<file path="src/vgdc_pkg.sv">
package vgdc_pkg;

   localparam int unsigned VGDC_NUM_REGS = 10;
   localparam logic [15:0] VGDC_BASE_ADDR = 16'h8430;
   localparam logic [15:0] VGDC_BLUE_GAIN_ADDR = 16'h8430;
   localparam logic [15:0] VGDC_GREEN_GAIN_ADDR = 16'h8431;
   localparam logic [15:0] VGDC_RED_GAIN_ADDR = 16'h8432;
   localparam logic [15:0] VGDC_CONTRAST_ADDR = 16'h8433;
   localparam logic [15:0] VGDC_CONV_ONE_ADDR = 16'h8434;
   localparam logic [15:0] VGDC_CONV_TWO_ADDR = 16'h8435;
   localparam logic [15:0] VGDC_CONV_THREE_ADDR = 16'h8436;
   localparam logic [15:0] VGDC_CONV_FOUR_ADDR = 16'h8437;
   localparam logic [15:0] VGDC_CONFIG_ADDR = 16'h8438;
   localparam logic [15:0] VGDC_GLOBAL_ADDR = 16'h8439;

   // Register indices relative to the base address
   localparam logic [3:0] VGDC_IDX_BLUE = 4'h0;
   localparam logic [3:0] VGDC_IDX_GREEN = 4'h1;
   localparam logic [3:0] VGDC_IDX_RED = 4'h2;
   localparam logic [3:0] VGDC_IDX_CONTRAST = 4'h3;
   localparam logic [3:0] VGDC_IDX_CONV_ONE = 4'h4;
   localparam logic [3:0] VGDC_IDX_CONV_FOUR = 4'h7;
   localparam logic [3:0] VGDC_IDX_CONFIG = 4'h8;
   localparam logic [3:0] VGDC_IDX_GLOBAL = 4'h9;

   // Gain and contrast registers keep only seven bits
   localparam logic [7:0] VGDC_GAIN_MASK = 8'h7F;
   localparam logic [7:0] VGDC_FULL_MASK = 8'hFF;
   localparam logic [7:0] VGDC_REG_RESET = 8'h00;

   // Configuration register field layout
   localparam int unsigned VGDC_OFFSET_LSB = 0;
   localparam int unsigned VGDC_OVERLAY_LSB = 3;
   localparam int unsigned VGDC_RANGE_BIT = 6;
   localparam int unsigned VGDC_MIX_BIT = 7;

   typedef struct packed {
      logic wr_en;
      logic rd_en;
      logic [15:0] addr;
      logic [7:0] wdata;
   } vgdc_req_s;

   typedef struct packed {
      logic [2:0] video_offset_field;
      logic [2:0] overlay_contrast_field;
      logic reduced_range;
      logic mix_enable;
   } vgdc_cfg_s;

endpackage

</file>
<file path="src/vgdc_regs.sv">
`timescale 1ns/1ps

module vgdc_regs
   import vgdc_pkg::*;
(
   // Clock and reset
   input wire logic clk_i,
   input wire logic rst_n_i,
   // Register access from the serial interface decoder
   input wire vgdc_req_s req_i,
   output logic [7:0] rd_data_o,
   output logic rd_valid_o,
   // Gain controls
   output logic [6:0] blue_gain_value_o,
   output logic [6:0] green_gain_value_o,
   output logic [6:0] red_gain_value_o,
   output logic [6:0] contrast_gain_o,
   // Converter codes, raw and after mixing
   output logic [7:0] converter_one_code_o,
   output logic [7:0] converter_two_code_o,
   output logic [7:0] converter_three_code_o,
   output logic [7:0] converter_four_code_o,
   output logic [8:0] converter_mixed_code_o [3],
   // Configuration
   output vgdc_cfg_s cfg_o,
   output logic [7:0] global_video_control_o
);

   logic [7:0] regs [VGDC_NUM_REGS];
   logic [15:0] rel_addr;
   logic [3:0] idx;
   logic hit;

   assign rel_addr = req_i.addr - VGDC_BASE_ADDR;
   assign idx = rel_addr[3:0];
   assign hit = (req_i.addr >= VGDC_BASE_ADDR) && (rel_addr < 16'(VGDC_NUM_REGS));

   // Storage: one writable byte per entry, reserved bits never stored
   generate
      for (genvar g = 0; g < VGDC_NUM_REGS; g++) begin : g_reg
         localparam logic [7:0] MASK = (g <= int'(VGDC_IDX_CONTRAST)) ? VGDC_GAIN_MASK
            : VGDC_FULL_MASK;
         always_ff @(posedge clk_i or negedge rst_n_i) begin
            if (!rst_n_i) begin
               regs[g] <= VGDC_REG_RESET;
            end else if (req_i.wr_en && hit && idx == 4'(g)) begin
               regs[g] <= req_i.wdata & MASK;
            end
         end
      end
   endgenerate

   // Reads answer one cycle later; unmapped addresses read zero
   always_ff @(posedge clk_i or negedge rst_n_i) begin
      if (!rst_n_i) begin
         rd_data_o <= 8'h00;
         rd_valid_o <= 1'b0;
      end else begin
         rd_valid_o <= req_i.rd_en;
         if (req_i.rd_en) begin
            rd_data_o <= hit ? regs[idx] : 8'h00;
         end
      end
   end

   // Control outputs taken straight from the stored bytes
   always_comb begin
      blue_gain_value_o = regs[VGDC_IDX_BLUE][6:0];
      green_gain_value_o = regs[VGDC_IDX_GREEN][6:0];
      red_gain_value_o = regs[VGDC_IDX_RED][6:0];
      contrast_gain_o = regs[VGDC_IDX_CONTRAST][6:0];
      converter_one_code_o = regs[VGDC_IDX_CONV_ONE];
      converter_two_code_o = regs[VGDC_IDX_CONV_ONE + 4'h1];
      converter_three_code_o = regs[VGDC_IDX_CONV_ONE + 4'h2];
      converter_four_code_o = regs[VGDC_IDX_CONV_FOUR];
      cfg_o.video_offset_field = regs[VGDC_IDX_CONFIG][VGDC_OFFSET_LSB +: 3];
      cfg_o.overlay_contrast_field = regs[VGDC_IDX_CONFIG][VGDC_OVERLAY_LSB +: 3];
      cfg_o.reduced_range = regs[VGDC_IDX_CONFIG][VGDC_RANGE_BIT];
      cfg_o.mix_enable = regs[VGDC_IDX_CONFIG][VGDC_MIX_BIT];
      global_video_control_o = regs[VGDC_IDX_GLOBAL];
   end

   // Mixed codes carry a ninth bit so the half-scale add never wraps
   generate
      for (genvar c = 0; c < 3; c++) begin : g_mix
         always_ff @(posedge clk_i or negedge rst_n_i) begin
            if (!rst_n_i) begin
               converter_mixed_code_o[c] <= 9'h000;
            end else if (regs[VGDC_IDX_CONFIG][VGDC_MIX_BIT]) begin
               converter_mixed_code_o[c] <= {1'b0, regs[int'(VGDC_IDX_CONV_ONE) + c]}
                  + {2'b00, regs[VGDC_IDX_CONV_FOUR][7:1]};
            end else begin
               converter_mixed_code_o[c] <= {1'b0, regs[int'(VGDC_IDX_CONV_ONE) + c]};
            end
         end
      end
   endgenerate
endmodule
</file>
<file path="config.mk">
export PLATFORM = sky130hd
export DESIGN_NAME = vgdc_regs
export DESIGN_NICKNAME = d
export VERILOG_FILES = /design/src/vgdc_pkg.sv /design/src/vgdc_regs.sv
export SDC_FILE = /design/constraint.sdc
export NUM_CORES = 1
export LEC_CHECK = 0
export BUFFER_PORTS_ARGS = -buffer_cell sky130_fd_sc_hd__buf_2
export CAP_MARGIN = 30
export CORE_AREA = 5 5 107 109
export DETAILED_ROUTE_END_ITERATION = 12
export DIE_AREA = 0 0 112 114
export GPL_TIMING_DRIVEN = 0
export PLACE_DENSITY = 0.94
export REMOVE_ABC_BUFFERS = 1
export SLEW_MARGIN = 15
export SYNTH_ARGS = -nofsm -noshare
export SYNTH_HDL_FRONTEND = slang
export SYNTH_SLANG_ARGS = --single-unit
</file>
<file path="constraint.sdc">
create_clock -name clk_i -period 4.85 [get_ports clk_i]
set_clock_uncertainty 0.2 [all_clocks]
set_input_delay 0.485 -clock clk_i [delete_from_list [all_inputs] [get_ports clk_i]]
set_output_delay 0.485 -clock clk_i [all_outputs]
set_load 0.01 [all_outputs]
</file>
==> results.cfg <==
[critical_path]
critPathCapture = converter_four_code_o[3]
critPathLaunchType = input pin
r2r_end = converter_mixed_code_o[7]
required_ns = 4.92
cp.arrival_ns = 2.70
worst-path-max-fanout = 31
crit_path_start = req_i[8]
critical_path_class = input pin to flip-flop
reg2reg_from = converter_four_code_o[2]
rr_worst_depth = 6
cp-end-kind = flip-flop
reg2reg_slack_ns = 2.50

[drt]
wl_um = 15100
ant_nets = 0
drtPass1Iterations = 7
viasPerCell = 6.01
drt_iter0_drc = 286
num_vias = 4430
post_drt_wl_per_cell_um = 20.5
drc = 0

[sta]
worst_pin_slew_ns = 0.849
setup-violations-final = 0
finalMaxSlewViolations = 0
relSlewSlack_pct = 43.3
hold_viol_final = 0
period_share_pct = 54.4
rsz0062_at_grt = no
setup_tns_ns = 0
fin_crit_ns = 2.64
fmax_mhz = 379

[clocking]
clockBufferDepth = 2
cts_tree = done
clock_sinks = 112
cts_buffers = 9
clk_pin_slew_worst_paths_ns = 0.10
clk_latency_ns = 0.38
cts-resized-gates = 0
htreeDepth = 3
clockRootBuffer = clkbuf_8

[final_layout]
syn2layout_area_growth_pct = 16.9
utilization_pct = 65.6
final_net_count = 644
drive_gt1_share_pct = 45.9
final_common_cell = buf_2
final_cell_mix = 138 x buf_2, 112 x dfrtp_1, 93 x mux2_2, 22 x o21ai_0, 21 x ha_1
antenna_cells = 0

[grt]
grt.busiest_layer = met2
grt.total_usage_pct = 24.3
antenna_found_initial = 0
grt_pass1_wl_um = 24700
gr-total-overflow = 0
gr-usage-met1_pct = 31.2
grt_start_max_net_pins = 88
grt_pass1_vias = 4735
use_met3_pct = 4.93
use_met2_pct = 40.0

[yosys]
synth_warnings = 0
synth_edf_count = 0
postSynth.asyncResetShare_pct = 100
syn_inst = 461
ys_seq_area_share_pct = 47.5
ys_ff_latch = 112
syn_avg_cell_area_um2 = 12.8
syn_area_mm2 = 0.00589
synth_ff_type = dfrtp_1
synth_cell_types = 52

[pwr]
p_leak_nw = 3.76
powerDensity_mw_per_mm2 = 230
ir_drop_mv = 0.199

[floorplanning]
boundaryPins = 140
coreArea_mm2 = 0.0105
num_rows = 38
die_w_um = 112
start_util_pct = 56.1
fp.dieArea_mm2 = 0.0128
die_h_um = 114

[job]
drv_cap = 0

[place]
place_congestion = 0.824
place_hpwl_um = 11200
io_buffers = 139

[hold_path]
hold_class = input pin to flip-flop

[status]
status = finished clean
cells by family after synthesis:
| family | count (synthesis) | share of synthesized area [%] |
|---|---|---|
| compound gates | 92 | 10.7 |
| fa+ha+maj | 24 | 5.48 |
| flops | 112 | 47.5 |
| xor+xnor | 4 | 0.594 |
| simple gates | 71 | 8.60 |
| buf+inv | 42 | 3.50 |
| mux | 116 | 23.6 |
worst max-delay path, stage by stage:
cell and delay [ns]:
buf_2 0.64, nand2_1 0.42, and4bb_1 0.73, mux2_2 0.41
final cells by class:
cell class / instances / area [um^2]
clock buffer: 11 / 141
clock inverter: 5 / 56.3
fill: 806 / 3620
inverter: 20 / 75.1
multi-input combinational: 307 / 2890
sequential: 112 / 2800
tap: 140 / 175
timing repair buffer: 142 / 754
through the flow:
stage | setup slack (ns) | power, mW | std cells | hold WS [ns] | area (um^2)
final | 2.21 | 1.58 | 737 | 0.129 | 6890
after CTS | 2.25 | 1.59 | 736 | 0.118 | 6880
after global routing | 2.15 | 1.63 | 737 | 0.117 | 6890
after detailed placement | 1.87 | 1.03 | 719 | 0.162 | 6670
after global placement | 1.90 | 1.03 | 718 | 0.307 | 6630
after floorplan | 2.52 | 0.976 | 439 | -0.0106 | 5760
power by group:
part           switching [mW]  leakage (nW)  internal [mW]  total (mW)
registers            0.000331          1.56          0.934       0.934
clock network           0.314        0.0993          0.253       0.567
logic                  0.0570          2.11         0.0251      0.0821
Yosys cell counts (all sizes together), types with 2 or more instances:
cell | instances | area [um^2]
nand3b | 3 | 26.3
nor3b | 3 | 22.5
dfrtp | 112 | 2800
o21a | 12 | 90.1
o22ai | 14 | 87.6
o31a | 3 | 26.3
a211o | 2 | 17.5
clkbuf | 12 | 71.3
o2bb2ai | 2 | 17.5
mux2 | 94 | 1060
nor2 | 15 | 63.8
nor3 | 6 | 52.6
inv | 20 | 75.1
a31o | 2 | 17.5
mux4 | 9 | 203
nor2b | 6 | 37.5
buf | 10 | 60.1
ha | 21 | 263
o31ai | 5 | 37.5
and4bb | 2 | 25.0
o211ai | 7 | 52.6
nand4b | 2 | 17.5
a21oi | 4 | 20.0
nor4 | 5 | 91.3
nand3 | 3 | 32.5
nand2b | 4 | 25.0
nand2 | 17 | 63.8
o21ai | 22 | 110
mux2i | 13 | 130
a21o | 7 | 52.6
nor4b | 2 | 30.0
xnor2 | 4 | 35.0
o211a | 3 | 30.0
a211oi | 7 | 52.6
fa | 3 | 60.1
state kept, by name, summed over array words and instances, names as in the netlist:
signal / count
rd_data_o: 8
red_gain_value_o: 7
converter_two_code_o: 8
blue_gain_value_o: 7
converter_four_code_o: 8
green_gain_value_o: 7
converter_mixed_code_o: 27
global_video_control_o: 8
rd_valid_o: 1
converter_one_code_o: 8
cfg_o: 8
converter_three_code_o: 8
contrast_gain_o: 7
worst min-delay path by stage:
stage / slack (ns) / from / depth (start not counted) / to
5_1_grt: 0.12 / req_i[24] / 1 / rd_valid_o
3_5_place_dp: 0.16 / rst_n_i / 1 / converter_mixed_code_o[11]
6_report: 0.13 / req_i[24] / 1 / rd_valid_o
4_1_cts: 0.12 / req_i[24] / 1 / rd_valid_o
2_1_floorplan: -0.01 / rst_n_i / 0 / blue_gain_value_o[0]
3_3_place_gp: 0.31 / green_gain_value_o[0] / 1 / green_gain_value_o[0]
what timing repair did:
action	4_1_cts	5_1_grt
endpoints found under the hold margin	25	0
setup buffers	0	0
hold buffers	1	0
per-layer routing:
layer	part of all wire, %	up-vias	routed length, um
met5	0	-	0
met4	3.2	0	486
met3	5.7	41	865
met2	50	188	7630
met1	41	2230	6150
li1	-	1971	-
(Power assumes the default switching activity.)
